### config.mk
export PLATFORM = sky130hd
export DESIGN_NAME = accumulator_output_and_logic_unit
export DESIGN_NICKNAME = d
export VERILOG_FILES = /design/src/acc_unit_pkg.sv /design/src/acc_stack.sv /design/src/accumulator_output_and_logic_unit.sv
export SDC_FILE = /design/constraint.sdc
export NUM_CORES = 1
export LEC_CHECK = 0
export BUFFER_PORTS_ARGS = -buffer_cell sky130_fd_sc_hd__buf_4
export CORE_UTILIZATION = 45
export CTS_BUF_LIST = sky130_fd_sc_hd__clkbuf_8
export DETAILED_ROUTE_END_ITERATION = 7
export PLACE_DENSITY = 0.62
export SETUP_SLACK_MARGIN = 0.15
export SLEW_MARGIN = 20
export SYNTH_ARGS = -nofsm -noshare
export SYNTH_HDL_FRONTEND = slang
export SYNTH_SLANG_ARGS = --single-unit
### constraint.sdc
create_clock -name core_clk -period 2.5 [get_ports core_clk]
set_input_delay 0 -clock core_clk [delete_from_list [all_inputs] [get_ports core_clk]]
set_output_delay 0 -clock core_clk [all_outputs]
set_load 0.02 [all_outputs]
### src/acc_unit_pkg.sv
package acc_unit_pkg;
    // datapath widths and stack depth
    localparam int ACC_W        = 32;
    localparam int WORD_W       = 16;
    localparam int ADDR_W       = 16;
    localparam int BIT_CNT_W    = 6;
    localparam int STACK_DEPTH  = 8;

    // values after reset
    localparam logic [ACC_W-1:0]     ACC_RST   = 32'h0000_0000;
    localparam logic [BIT_CNT_W-1:0] CNT_RST   = 6'h00;
    localparam logic [ADDR_W-1:0]    ADDR_RST  = 16'h0000;
    localparam logic [WORD_W-1:0]    WORD_RST  = 16'h0000;

    // bit count limits for formatted output
    localparam logic [BIT_CNT_W-1:0] BITS_MIN  = 6'h01;
    localparam logic [BIT_CNT_W-1:0] BITS_MAX  = 6'h20;

    // operation codes presented on op_code
    typedef enum logic [3:0] {
        OP_NOP                 = 4'h0,
        OP_LOAD_WORD           = 4'h1,
        OP_LOAD_ADDR           = 4'h2,
        OP_WORD_OUTPUT         = 4'h3,
        OP_FORMATTED_BIT_OUT   = 4'h4,
        OP_INDEXED_WORD_OUTPUT = 4'h5,
        OP_LOW_BYTE_OUTPUT     = 4'h6,
        OP_HIGH_BYTE_OUTPUT    = 4'h7,
        OP_POP                 = 4'h8,
        OP_AND_WORD            = 4'h9,
        OP_AND_WIDE_CONSTANT   = 4'hA
    } op_t;

    // sequencer states
    typedef enum logic [1:0] {
        S_IDLE,
        S_RD,
        S_DATA,
        S_BITS
    } seq_state_t;
endpackage : acc_unit_pkg

### src/acc_stack.sv
`timescale 1ns/1ns
// accumulator stack: level 0 is the first level
module acc_stack #(
    parameter int DEPTH = acc_unit_pkg::STACK_DEPTH,
    parameter int WIDTH = acc_unit_pkg::ACC_W
) (
    // clock and reset
    input  wire logic             core_clk,
    input  wire logic             sys_rst,
    // control
    input  wire logic             push,
    input  wire logic             pop,
    input  wire logic [WIDTH-1:0] push_data,
    // first level
    output logic      [WIDTH-1:0] top
);
    import acc_unit_pkg::*;

    logic [WIDTH-1:0] lvl_r   [DEPTH];   // stack levels
    logic [WIDTH-1:0] lvl_nxt [DEPTH];   // next levels

    assign top = lvl_r[0];

    // shift down on push, up on pop
    always_comb begin
        for (int i = 0; i < DEPTH; i++) begin
            lvl_nxt[i] = lvl_r[i];
        end
        if (push) begin
            lvl_nxt[0] = push_data;
            for (int i = 1; i < DEPTH; i++) begin
                lvl_nxt[i] = lvl_r[i-1];
            end
        end else if (pop) begin
            // every remaining level moves up one
            for (int i = 0; i < DEPTH-1; i++) begin
                lvl_nxt[i] = lvl_r[i+1];
            end
            lvl_nxt[DEPTH-1] = '0;
        end
    end

    // level registers
    always_ff @(posedge core_clk) begin
        for (int i = 0; i < DEPTH; i++) begin
            if (sys_rst) begin
                lvl_r[i] <= '0;
            end else begin
                lvl_r[i] <= lvl_nxt[i];
            end
        end
    end
endmodule : acc_stack

### src/accumulator_output_and_logic_unit.sv
`timescale 1ns/1ns
// Contract
// - formatted output writes low N bits serially
// - indexed output writes stack top to base+acc
// - index offset added as plain binary
// - indexed output clears accumulator upper half
// - back-to-back loads push earlier accumulator value
// - load address converts octal operand to binary
// - low byte output writes accumulator bits 7:0
// - high byte output writes accumulator bits 15:8
// - pop moves first level into accumulator
// - word and masks low accumulator half
// - word and updates zero flag
// - wide and masks accumulator with constant
// - wide and updates zero flag
// - wide and updates negative flag from bit31
// - flags hold until next writing operation
// - word output copies low half; loads set zero
module accumulator_output_and_logic_unit #(
    parameter int STACK_LEVELS = acc_unit_pkg::STACK_DEPTH
) (
    // clock and reset
    input  wire logic                               core_clk,
    input  wire logic                               sys_rst,
    // operation request
    input  wire logic                               op_valid,
    input  wire acc_unit_pkg::op_t                  op_code,
    input  wire logic [acc_unit_pkg::ADDR_W-1:0]    op_addr,
    input  wire logic [acc_unit_pkg::ACC_W-1:0]     op_const,
    output logic                                    op_ready_r,
    output logic                                    op_done_r,
    // data word memory
    output logic [acc_unit_pkg::ADDR_W-1:0]         wmem_addr_r,
    output logic                                    wmem_rd_en_r,
    output logic                                    wmem_wr_en_r,
    output logic [acc_unit_pkg::WORD_W-1:0]         wmem_wdata_r,
    input  wire logic [acc_unit_pkg::WORD_W-1:0]    wmem_rdata,
    // discrete bit memory
    output logic [acc_unit_pkg::ADDR_W-1:0]         bmem_addr_r,
    output logic                                    bmem_wr_en_r,
    output logic                                    bmem_wdata_r,
    // accumulator and status
    output logic [acc_unit_pkg::ACC_W-1:0]          acc_r,
    output logic                                    zero_result_flag_r,
    output logic                                    negative_result_flag_r
);
    import acc_unit_pkg::*;

    // octal digits in nibbles packed into binary
    function automatic logic [23:0] octal_to_bin(input logic [31:0] dig);
        logic [23:0] res;
        res = '0;
        for (int i = 0; i < 8; i++) begin
            res[i*3 +: 3] = dig[i*4 +: 3];
        end
        return res;
    endfunction : octal_to_bin

    // zero test used by every zero flag update
    function automatic logic is_zero(input logic [ACC_W-1:0] v);
        return (v == ACC_RST);
    endfunction : is_zero

    // clamp bit count into 1..32
    function automatic logic [BIT_CNT_W-1:0] clamp_bits(input logic [ACC_W-1:0] k);
        logic [BIT_CNT_W-1:0] r;
        r = k[BIT_CNT_W-1:0];
        if (k == ACC_RST) begin
            r = BITS_MIN;
        end else if (k > ACC_W'(BITS_MAX)) begin
            r = BITS_MAX;
        end
        return r;
    endfunction : clamp_bits

    // sequencer state
    seq_state_t             state_r, state_nxt;
    op_t                    op_r, op_nxt;              // latched operation
    logic [BIT_CNT_W-1:0]   cnt_r, cnt_nxt;            // bits already written
    logic [BIT_CNT_W-1:0]   nbits_r, nbits_nxt;        // bits to write
    logic                   last_load_r, last_load_nxt; // previous op was a load
    // output next values
    logic                   ready_nxt, done_nxt;
    logic [ADDR_W-1:0]      waddr_nxt, baddr_nxt;
    logic                   rd_nxt, wr_nxt, bwr_nxt, bdat_nxt;
    logic [WORD_W-1:0]      wdata_nxt;
    logic [ACC_W-1:0]       acc_nxt;
    logic                   zf_nxt, nf_nxt;
    // stack control
    logic                   push, pop;
    logic [ACC_W-1:0]       stack_top;

    acc_stack #(
        .DEPTH (STACK_LEVELS),
        .WIDTH (ACC_W)
    ) u_stack (
        .core_clk  (core_clk),
        .sys_rst   (sys_rst),
        .push      (push),
        .pop       (pop),
        .push_data (acc_r),
        .top       (stack_top)
    );

    // next-state and datapath decode
    always_comb begin
        state_nxt     = state_r;
        op_nxt        = op_r;
        cnt_nxt       = cnt_r;
        nbits_nxt     = nbits_r;
        last_load_nxt = last_load_r;
        ready_nxt     = op_ready_r;
        done_nxt      = 1'b0;
        waddr_nxt     = wmem_addr_r;
        rd_nxt        = 1'b0;
        wr_nxt        = 1'b0;
        wdata_nxt     = wmem_wdata_r;
        baddr_nxt     = bmem_addr_r;
        bwr_nxt       = 1'b0;
        bdat_nxt      = bmem_wdata_r;
        acc_nxt       = acc_r;
        zf_nxt        = zero_result_flag_r;     // flags hold otherwise
        nf_nxt        = negative_result_flag_r;
        push          = 1'b0;
        pop           = 1'b0;
        case (state_r)
            S_IDLE: begin
                if (op_valid && op_ready_r) begin
                    op_nxt        = op_code;
                    last_load_nxt = 1'b0;
                    done_nxt      = 1'b1;
                    case (op_code)
                        // operations needing the word memory first
                        OP_LOAD_WORD, OP_AND_WORD, OP_LOW_BYTE_OUTPUT,
                        OP_HIGH_BYTE_OUTPUT: begin
                            waddr_nxt = op_addr;
                            rd_nxt    = 1'b1;
                            ready_nxt = 1'b0;
                            done_nxt  = 1'b0;
                            state_nxt = S_RD;
                            if (op_code == OP_LOAD_WORD) begin
                                // chain judged when the load completes
                                last_load_nxt = last_load_r;
                            end
                        end
                        OP_LOAD_ADDR: begin
                            push          = last_load_r;
                            acc_nxt       = ACC_W'(octal_to_bin(op_const));
                            zf_nxt        = is_zero(acc_nxt);
                            last_load_nxt = 1'b1;
                        end
                        OP_WORD_OUTPUT: begin
                            waddr_nxt = op_addr;
                            wdata_nxt = acc_r[WORD_W-1:0];
                            wr_nxt    = 1'b1;
                        end
                        OP_FORMATTED_BIT_OUT: begin
                            nbits_nxt = clamp_bits(op_const);
                            baddr_nxt = op_addr;
                            bdat_nxt  = acc_r[0];
                            bwr_nxt   = 1'b1;
                            cnt_nxt   = BITS_MIN;
                            if (clamp_bits(op_const) != BITS_MIN) begin
                                ready_nxt = 1'b0;
                                done_nxt  = 1'b0;
                                state_nxt = S_BITS;
                            end
                        end
                        OP_INDEXED_WORD_OUTPUT: begin
                            // binary add, no decimal adjust
                            waddr_nxt = op_addr + acc_r[ADDR_W-1:0];
                            wdata_nxt = stack_top[WORD_W-1:0];
                            wr_nxt    = 1'b1;
                            acc_nxt   = {WORD_RST, acc_r[WORD_W-1:0]};
                        end
                        OP_POP: begin
                            pop     = 1'b1;
                            acc_nxt = stack_top;
                        end
                        OP_AND_WIDE_CONSTANT: begin
                            acc_nxt = acc_r & op_const;
                            zf_nxt  = is_zero(acc_nxt);
                            nf_nxt  = acc_nxt[ACC_W-1];
                        end
                        default: begin
                            // no operation, load chain kept
                            last_load_nxt = last_load_r;
                        end
                    endcase
                end
            end
            S_RD: begin
                // memory samples the read this cycle
                state_nxt = S_DATA;
            end
            S_DATA: begin
                // read data valid now
                state_nxt = S_IDLE;
                ready_nxt = 1'b1;
                done_nxt  = 1'b1;
                case (op_r)
                    OP_LOAD_WORD: begin
                        push    = last_load_r;
                        last_load_nxt = 1'b1;
                        acc_nxt = {WORD_RST, wmem_rdata};
                        zf_nxt  = is_zero(acc_nxt);
                    end
                    OP_AND_WORD: begin
                        acc_nxt = {WORD_RST, acc_r[WORD_W-1:0] & wmem_rdata};
                        zf_nxt  = is_zero(acc_nxt);
                    end
                    OP_LOW_BYTE_OUTPUT: begin
                        wdata_nxt = {wmem_rdata[15:8], acc_r[7:0]};
                        wr_nxt    = 1'b1;
                    end
                    OP_HIGH_BYTE_OUTPUT: begin
                        wdata_nxt = {acc_r[15:8], wmem_rdata[7:0]};
                        wr_nxt    = 1'b1;
                    end
                    default: begin
                        // nothing left to do
                        wr_nxt = 1'b0;
                    end
                endcase
            end
            S_BITS: begin
                // one discrete bit per cycle at consecutive addresses
                baddr_nxt = bmem_addr_r + ADDR_W'(1);
                bdat_nxt  = acc_r[cnt_r[4:0]];
                bwr_nxt   = 1'b1;
                cnt_nxt   = cnt_r + BITS_MIN;
                if (cnt_nxt == nbits_r) begin
                    state_nxt = S_IDLE;
                    ready_nxt = 1'b1;
                    done_nxt  = 1'b1;
                end
            end
            default: begin
                state_nxt = S_IDLE;
                ready_nxt = 1'b1;
            end
        endcase
    end

    // all state and outputs registered
    always_ff @(posedge core_clk) begin
        if (sys_rst) begin
            state_r                <= S_IDLE;
            op_r                   <= OP_NOP;
            cnt_r                  <= CNT_RST;
            nbits_r                <= CNT_RST;
            last_load_r            <= 1'b0;
            op_ready_r             <= 1'b1;
            op_done_r              <= 1'b0;
            wmem_addr_r            <= ADDR_RST;
            wmem_rd_en_r           <= 1'b0;
            wmem_wr_en_r           <= 1'b0;
            wmem_wdata_r           <= WORD_RST;
            bmem_addr_r            <= ADDR_RST;
            bmem_wr_en_r           <= 1'b0;
            bmem_wdata_r           <= 1'b0;
            acc_r                  <= ACC_RST;
            zero_result_flag_r     <= 1'b0;
            negative_result_flag_r <= 1'b0;
        end else begin
            state_r                <= state_nxt;
            op_r                   <= op_nxt;
            cnt_r                  <= cnt_nxt;
            nbits_r                <= nbits_nxt;
            last_load_r            <= last_load_nxt;
            op_ready_r             <= ready_nxt;
            op_done_r              <= done_nxt;
            wmem_addr_r            <= waddr_nxt;
            wmem_rd_en_r           <= rd_nxt;
            wmem_wr_en_r           <= wr_nxt;
            wmem_wdata_r           <= wdata_nxt;
            bmem_addr_r            <= baddr_nxt;
            bmem_wr_en_r           <= bwr_nxt;
            bmem_wdata_r           <= bdat_nxt;
            acc_r                  <= acc_nxt;
            zero_result_flag_r     <= zf_nxt;
            negative_result_flag_r <= nf_nxt;
        end
    end
endmodule : accumulator_output_and_logic_unit

# == Word level (Yosys, flattened, before mapping) ==
# Memory sizes are Yosys's and may differ from the RTL's.
# Cells that the tools add are included.
# word_totals
reg_bits,107
ram_bits,256
in_bits,71
out_inout_bits,88
word_cells,176
n_memories,1
# classes
addsub,3
n_lt_le_gt_ge,2
eq_ne,34
n_mux,77
bitwise,12
n_reduce_logical,29
# memory_table
memory,words,word_bits,rd,rd_ports_with_merged_regs,write_ports,line_no,source
u_stack.lvl_r,8,32,8,0,8,acc_stack.sv:19,logic [WIDTH-1:0] lvl_r [DEPTH];
# op_table
cell,n
two-way mux 256 bit,2
two-way mux 32 bit,9
case mux 16 bit (2 select lines),5
case mux 32 bit (2 select lines),2
case mux 32 bit (4 select lines),1
logical NOT 32 bit,2
two-way mux 16 bit,3
two-way mux 6 bit,7
AND 32 bit,1
greater-than comparator 32 x 6 -> 1 bit (second input constant),1
logical NOT 16 bit,2
two-way mux 1 bit,28
== test 4 x 3 -> 1 bit (second input constant),6
logical NOT 24 bit,1
case mux 1 bit (2 select lines),10
adder 16 x 1 -> 16 bit (second input constant),1
adder 16 bit,1
AND 16 bit,1
== test 4 bit (second input constant),4
AND reduction 4 bit,4
AND reduction 5 bit,3
inequality test 3 x 1 -> 1 bit (second input constant),4
case mux 6 bit (2 select lines),1
AND reduction 3 bit,4
other kinds (31),54

# == Longest topological paths before layout ==
# Gate-level depths: netlist of the first run.
# depth
word_depth,11
ltp_mapped,11
mapped_depth_nobuf,10

# == By module ==
# A second synthesis of the first run with hierarchy kept.
# unflattened
hier_cells,2088
area_unflattened_um2,19023.2
# modules_own_cells
mod,n_inst,cells_per_inst,area_per_inst_um2,seq_area_each_um2
acc_stack,1,1170,11893.9,5124.9
accumulator_output_and_logic_unit,1,918,7129.3,2142.1

# == Worst setup path before layout of the first run ==
# Ideal clock, no wire load.
# synth_path
path_type,register -> register
from,register acc_r[2] (netlist bit)
to,register wmem_addr_r[12] (netlist bit)
setup_ns,0.101
t_arrival_ns,2.240
required_ns,2.399
path_slack_ns,0.159
stages_incl_launch_ff,9
n_path_buf,0
synth_period_minus_slack_ns,2.341
path_cell_list,dfxtp_1 ha_1 nor2b_1 o31a_1 o31a_1 a31oi_1 a21oi_1 xnor2_1 o41ai_1
# synth_between
elab_chain_len,2
# synth_rtl
element,line_no,source
start: declaration,accumulator_output_and_logic_unit.sv:43,"output logic [acc_unit_pkg::ACC_W-1:0] acc_r,"
start signal: assignment,accumulator_output_and_logic_unit.sv:280,acc_r <= acc_nxt;
adder 16 bit,accumulator_output_and_logic_unit.sv:171,waddr_nxt = op_addr + acc_r[ADDR_W-1:0];
case mux 16 bit (2 select lines),accumulator_output_and_logic_unit.sv:132,case (op_code)
end signal: assignment,accumulator_output_and_logic_unit.sv:273,wmem_addr_r <= waddr_nxt;
end: declaration,accumulator_output_and_logic_unit.sv:33,"output logic [acc_unit_pkg::ADDR_W-1:0] wmem_addr_r,"
# Every way passes these cells.
# A chain may end at the register's enable or synchronous reset.

# == Worst setup path in the final report of the first run ==
# layout_path
from,register acc_r[0] (netlist bit)
to,register wmem_addr_r[14] (netlist bit)
# Same word-level chain as after synthesis.

==> results of run 1 <==
## flip-flops by register name (all words and copies together), names as in the netlist, 2 cells and up
name / cells
u_stack.lvl_r: 256
acc_r: 32
bmem_addr_r: 16
wmem_addr_r: 16
wmem_wdata_r: 16
cnt_r: 6
nbits_r: 6
op_r: 4
state_r: 2
## Yosys cell counts, types with 26 or more instances
| cell type | count |
|---|---|
| a311oi_1 | 229 |
| a22oi_1 | 26 |
| nor2_1 | 347 |
| buf_2 | 32 |
| a21oi_1 | 141 |
| dfxtp_1 | 363 |
| nor3_1 | 38 |
| inv_1 | 36 |
| nand2_1 | 554 |
| clkbuf_1 | 143 |
| nand3_1 | 70 |
| o21ai_0 | 48 |
## critical path: stages, from the launching register on
cell	delay (ns)
dfxtp_2	0.34
ha_4	0.16
inv_2	0.06
fa_2	0.22
nor2b_4	0.05
o31a_1	0.31
o31a_1	0.31
buf_4	0.16
a221oi_4	0.28
xnor2_1	0.15
nand2_1	0.07
a31oi_1	0.15
## metal layers
metal  share of wire [%]  wire (um)
met1                  45      26600
met2                  44      26500
met3                 7.2       4310
met4                 3.8       2280
met5                   0          0
## through the flow
stage	hold slack (ns)	std cells	instance area, um^2
after floorplan	0.146	2331	17800
after global placement	0.299	2923	20100
after detailed placement	0.304	2923	20100
after CTS	0.00749	3098	22100
after global routing	0.0487	3102	22200
final	0.0427	3102	22200
## power by group
group	total [mW]	internal, mW	switching (mW)
combinational	2.05	0.830	1.22
sequential	6.05	5.92	0.127
clock	5.78	3.21	2.56
total	13.9	9.96	3.91
## area by class of cell
| class | instances | area [um^2] | share of cell area [%] |
|---|---|---|---|
| multi-input combinational | 1731 | 9700 | 43.7 |
| sequential | 363 | 7270 | 32.8 |
| timing repair buffer | 340 | 3070 | 13.8 |
| clock buffer | 83 | 1140 | 5.15 |
| tap | 518 | 648 | 2.92 |
| clock inverter | 28 | 213 | 0.959 |
| inverter | 39 | 146 | 0.660 |
## logic make-up (layout without fill, tap and decap cells)
| kind of cell | count (synthesis) | count (layout) |
|---|---|---|
| adder cells (fa/ha/maj) | 22 | 22 |
| AO/OA/AOI/OAI | 593 | 593 |
| flip-flops | 363 | 363 |
| multiplexers | 14 | 14 |
| buffers and inverters | 237 | 490 |
| XOR/XNOR | 17 | 17 |
| AND/OR/NAND/NOR | 1085 | 1085 |
## final timing paths
path | slack (ns) | from | depth (start not counted) | to
min | 0.04 | op_const[11] | 6 | nbits_r[4]$_SDFFE_PP0P_
min reg2reg | 0.46 | u_stack.lvl_r[1][114]$_SDFFE_PP0P_ | 2 | u_stack.lvl_r[1][82]$_SDFFE_PP0P_
max reg2reg | 0.18 | acc_r[0]$_SDFFE_PP0P_ | 11 | wmem_addr_r[14]$_SDFFE_PP0P_
max | 0.18 | acc_r[0]$_SDFFE_PP0P_ | 11 | wmem_addr_r[14]$_SDFFE_PP0P_
## what timing repair did
action / 4_1_cts / 5_1_grt
hold buffers: 64 / 0
pin swaps: 0 / 11
endpoints found under the hold margin: 102 / 0
endpoints found under the setup margin: 2 / 12
setup buffers: 0 / 4
gates resized for setup: 3 / 16
## cell usage in the layout (no fill, tap or decap), drive strengths merged, types with 53 or more instances in the layout
cell type and n:
a21oi 142, nand2 554, dlygate4sd3 64, nand3 70
o21ai 54, inv 53, a311oi 229, dfxtp 363
nor2 348, clkbuf 83, buf 276
==> impl_metrics.json, run 1 <==
{
  "drive_gt1_share_pct": 16.8,
  "powerDensity_nw_per_um2": 625,
  "routed_wl_um": 59700,
  "ioPinCount": 159,
  "synth-seq-cells": 363,
  "grt_usage_pct": 28.9,
  "power_mw": 13.9,
  "clock_latency_ns": 0.63,
  "core_um2": 38800,
  "setup_tns_ns": 0,
  "antenna_found_initial": 0,
  "grt_overflow": 0,
  "dpl_worst_slack_ns": 0.121,
  "peakVddDrop_mv": 0.476,
  "grt_pass1_vias": 16477,
  "cp-start-kind": "flop",
  "syn-cell-area_um2": 17800,
  "cts_root_buffer": "clkbuf_8",
  "fillers": 3578,
  "grt_pass1_wl_um": 94600,
  "max-slew-margin-rel_pct": 39.0,
  "dr_total_vias": 18200,
  "synth_edf_count": 0,
  "cp_data_required_time_ns": 3.04,
  "grt_max_degree": 137,
  "drt_iter0_drc": 1794,
  "fin_ws_ns": 0.180,
  "areaGrowthSynthToFinish_pct": 24.4,
  "synth_top_cell_area_share_pct": 40.7,
  "grt_util_met1_pct": 39.8,
  "avgSynthCellArea_um2": 7.65,
  "dieHeight_um": 201,
  "fp.dieW_um": 201,
  "gr-usage-met3_pct": 5.67,
  "yosys_most_used_dff": "dfxtp_1",
  "critPathKind": "flop to flop",
  "wl_per_cell_um": 19.2,
  "muxShareOfSynthArea_pct": 1.49,
  "synth_adder_area_share_pct": 1.59,
  "fmax_mhz": 431,
  "hold_path.class": "primary input to flop",
  "synth.area.top_cells": "dfxtp_1, nand2_1, a311oi_1",
  "dpl.hpwl_um": 40500,
  "period_share_pct": 92.8,
  "grt_util_met2_pct": 43.8,
  "grt_busiest_layer": "met2",
  "skew_ns": 0.0313,
  "synth_cell_type_count": 73,
  "finalSetupViolCount": 0,
  "clkTransAtPathRegs_ns": 0.06,
  "maxCapViolCount": 0,
  "arrival_ns": 2.86,
  "ant_nets": 0,
  "syn_nets": 2424,
  "viasPerCell": 5.87,
  "yosys.area.top_type": "dfxtp_1",
  "utilization_pct": 57.1,
  "antenna_cells": 0,
  "cts_tree": "done",
  "ys_async_sr_fraction_pct": 0,
  "final_hold_viol_count": 0,
  "netlist_instances": 2331,
  "synthXorXnorAreaFrac_pct": 0.912,
  "dieArea_um2": 40400,
  "io_buffers": 158,
  "leakage_nw": 8.45,
  "nets": 2634,
  "routabilityCongestion": 0.982,
  "synth_compound_area_share_pct": 24.5,
  "period_needed_ns": 2.32,
  "dr.pass1.iters": 7,
  "yosys.area_share.simple_pct": 25.3,
  "yosysSeqAreaShare_pct": 40.7,
  "htreeDepth": 3,
  "cts_buffers": 66,
  "path_max_fanout": 3,
  "drc_errors": 0,
  "endpoint_kind": "flop",
  "worst-slew-pin-transition_ns": 0.912,
  "rows": 72,
  "synth_top_family_by_area": "simple AND/OR/NAND/NOR gates",
  "yosysWarnings": 0,
  "clockBufferDepth": 3,
  "outcome": "finished clean",
  "initial_core_util_pct": 45.9,
  "cts.sinks": 363,
  "final-max-slew-violation-count": 0,
  "rsz0062_at_grt": "true"
}
Note: power is estimated with default switching activity, not from simulation.
==> inputs of run 2 (changes only) <==
--- a/config.mk
+++ b/config.mk
@@ -5,11 +5,11 @@
 export SDC_FILE = /design/constraint.sdc
 export NUM_CORES = 1
 export LEC_CHECK = 0
-export BUFFER_PORTS_ARGS = -buffer_cell sky130_fd_sc_hd__buf_4
 export CORE_UTILIZATION = 45
 export CTS_BUF_LIST = sky130_fd_sc_hd__clkbuf_8
 export DETAILED_ROUTE_END_ITERATION = 7
-export PLACE_DENSITY = 0.62
+export DONT_BUFFER_PORTS = 1
+export PLACE_DENSITY = 0.59
 export SETUP_SLACK_MARGIN = 0.15
 export SLEW_MARGIN = 20
 export SYNTH_ARGS = -nofsm -noshare
==> run 2 against run 1 <==
  * The flow now finishes with violations (negative hold slack)
  * Final cell count shrank 4.7%
  * Register-to-register slack gained 0.03 ns
  * Flip-flop and latch count is the same
  * Clock skew grew 0.010 ns
  * Critical path depth shrank 5
==> impl_metrics.json, run 2 (synthesis gave the netlist of run 1 again) <==
{
  "period_needed_ns": 2.29,
  "nets": 2483,
  "path_max_fanout": 5,
  "top_regs": "u_stack.lvl_r (256), acc_r (32)",
  "grt_pass1_vias": 16194,
  "top_register": "u_stack.lvl_r",
  "viasPerCell": 6.06,
  "routed_wl_um": 59900,
  "dieHeight_um": 201,
  "endpoint_kind": "flop",
  "intPower_mw": 9.83,
  "initial_core_util_pct": 45.9,
  "dieArea_um2": 40400,
  "final_cell_mix": "nand2_1, dfxtp_1, nor2_1, a311oi_1, a21oi_1",
  "io_buffers": 0,
  "p_seq_share_pct": 45.1,
  "combPwrFrac_pct": 11.9,
  "wl_per_cell_um": 20.3,
  "utilization_pct": 54.5,
  "period_share_pct": 91.8,
  "dr.pass1.iters": 8,
  "dpl.hpwl_um": 38200,
  "powerDensity_nw_per_um2": 642,
  "cp_data_required_time_ns": 3.04,
  "cts_tree": "done",
  "ioPinCount": 159,
  "clkTransAtPathRegs_ns": 0.06,
  "final_common_cell": "nand2_1",
  "ant_nets": 0,
  "areaGrowthSynthToFinish_pct": 18.7,
  "switching_share_pct": 27.6,
  "dpl_worst_slack_ns": 0.0391,
  "clock_latency_ns": 0.63,
  "drive_gt1_share_pct": 12.1,
  "clock_power_share_pct": 42.9,
  "rsz0062_at_grt": "true",
  "critPathKind": "flop to flop",
  "worst-slew-pin-transition_ns": 1.39,
  "max-slew-margin-rel_pct": 7.46,
  "hold_ws_ns": -0.561,
  "leakage_nw": 7.73,
  "fin_ws_ns": 0.205,
  "finalSetupViolCount": 0,
  "maxCapViolCount": 0,
  "peakVddDrop_mv": 0.344,
  "grt_overflow": 0,
  "rows": 72,
  "failed_checks": "negative hold slack",
  "antenna_found_initial": 0,
  "arrival_ns": 2.84,
  "cts.sinks": 363,
  "fp.dieW_um": 201,
  "cp-start-kind": "flop",
  "dr_total_vias": 17909,
  "hold_path.class": "primary input to flop",
  "grt_usage_pct": 28.6,
  "outcome": "finished with violations",
  "final_hold_viol_count": 100,
  "grt_max_degree": 343,
  "final-max-slew-violation-count": 0,
  "largest_register_ffs": 256,
  "cts_root_buffer": "clkbuf_8",
  "drt_iter0_drc": 1925,
  "cts_buffers": 67,
  "grt_pass1_wl_um": 94000,
  "core_um2": 38800,
  "skew_ns": 0.0413,
  "clockBufferDepth": 3,
  "setup_tns_ns": 0,
  "htreeDepth": 3,
  "drc_errors": 0,
  "routabilityCongestion": 0.991,
  "fmax_mhz": 436,
  "power.switching_mw": 3.75,
  "antenna_cells": 0
}
[run 2: worst paths after layout]
path / end / cells past startpoint / slack (ns) / start
worst min register to register: u_stack.lvl_r[1][104]$_SDFFE_PP0P_ / 2 / 0.46 / u_stack.lvl_r[1][72]$_SDFFE_PP0P_
worst max-delay path: last_load_r$_SDFFE_PP0P_ / 6 / 0.21 / op_r[0]$_SDFFE_PP0P_
worst max register to register: last_load_r$_SDFFE_PP0P_ / 6 / 0.21 / op_r[0]$_SDFFE_PP0P_
worst min-delay path: wmem_wdata_r[7]$_SDFFE_PP0P_ / 1 / -0.56 / sys_rst
[run 2: routing by layer]
layer  GRT usage (%)  share of wire (%)  up-vias
li1                -                  -     8489
met1            39.4                 45     8541
met2            42.9                 44      713
met3            6.14                7.5      166
met4            12.5                3.6        0
met5               0                  0        -
[run 2: cell type report]
type | instances | area, um^2
clock inverter | 27 | 141
multi-input combinational | 1732 | 9710
sequential | 363 | 7280
inverter | 39 | 146
clock buffer | 91 | 1250
timing repair buffer | 187 | 1990
tap | 518 | 648
fill | 3675 | 17700
[run 2: power by group through the flow]
| stage | Combinational (mW) | Sequential (mW) | Clock, mW |
|---|---|---|---|
| 2_1_floorplan | 0.921 | 6.27 | 0 |
| 3_3_place_gp | 1.38 | 6.25 | 0 |
| 3_5_place_dp | 1.39 | 6.25 | 0 |
| 4_1_cts | 1.53 | 6.13 | 5.98 |
| 5_1_grt | 1.73 | 6.14 | 6.27 |
| 6_report | 1.62 | 6.13 | 5.83 |
[run 2: stage by stage]
step | cell area (um^2) | power, mW | std cells | hold slack, ns
final | 21200 | 13.6 | 2957 | -0.561
after global routing | 21200 | 14.1 | 2957 | -0.582
after CTS | 20900 | 13.6 | 2947 | -0.576
after detailed placement | 18800 | 7.64 | 2760 | 0.0979
after global placement | 18800 | 7.63 | 2760 | 0.0953
after floorplan | 17800 | 7.19 | 2331 | 0.146
[run 2: critical path, cell delays in order (launching register included)]
cell and delay [ns]:
dfxtp_1 0.39, nor3b_2 0.38, nand3b_1 0.22, a22oi_1 0.34, nor2_1 0.07, a211oi_1 0.21, dlygate4sd3_1 0.60
[run 2: repair_timing]
action	in CTS	in global routing
endpoints found under the hold margin	361	333
buffers inserted	2	4
endpoints found under the setup margin	5	302
hold buffers	66	1
pin swaps	0	6
resized for setup	3	35
gates cloned	1	5
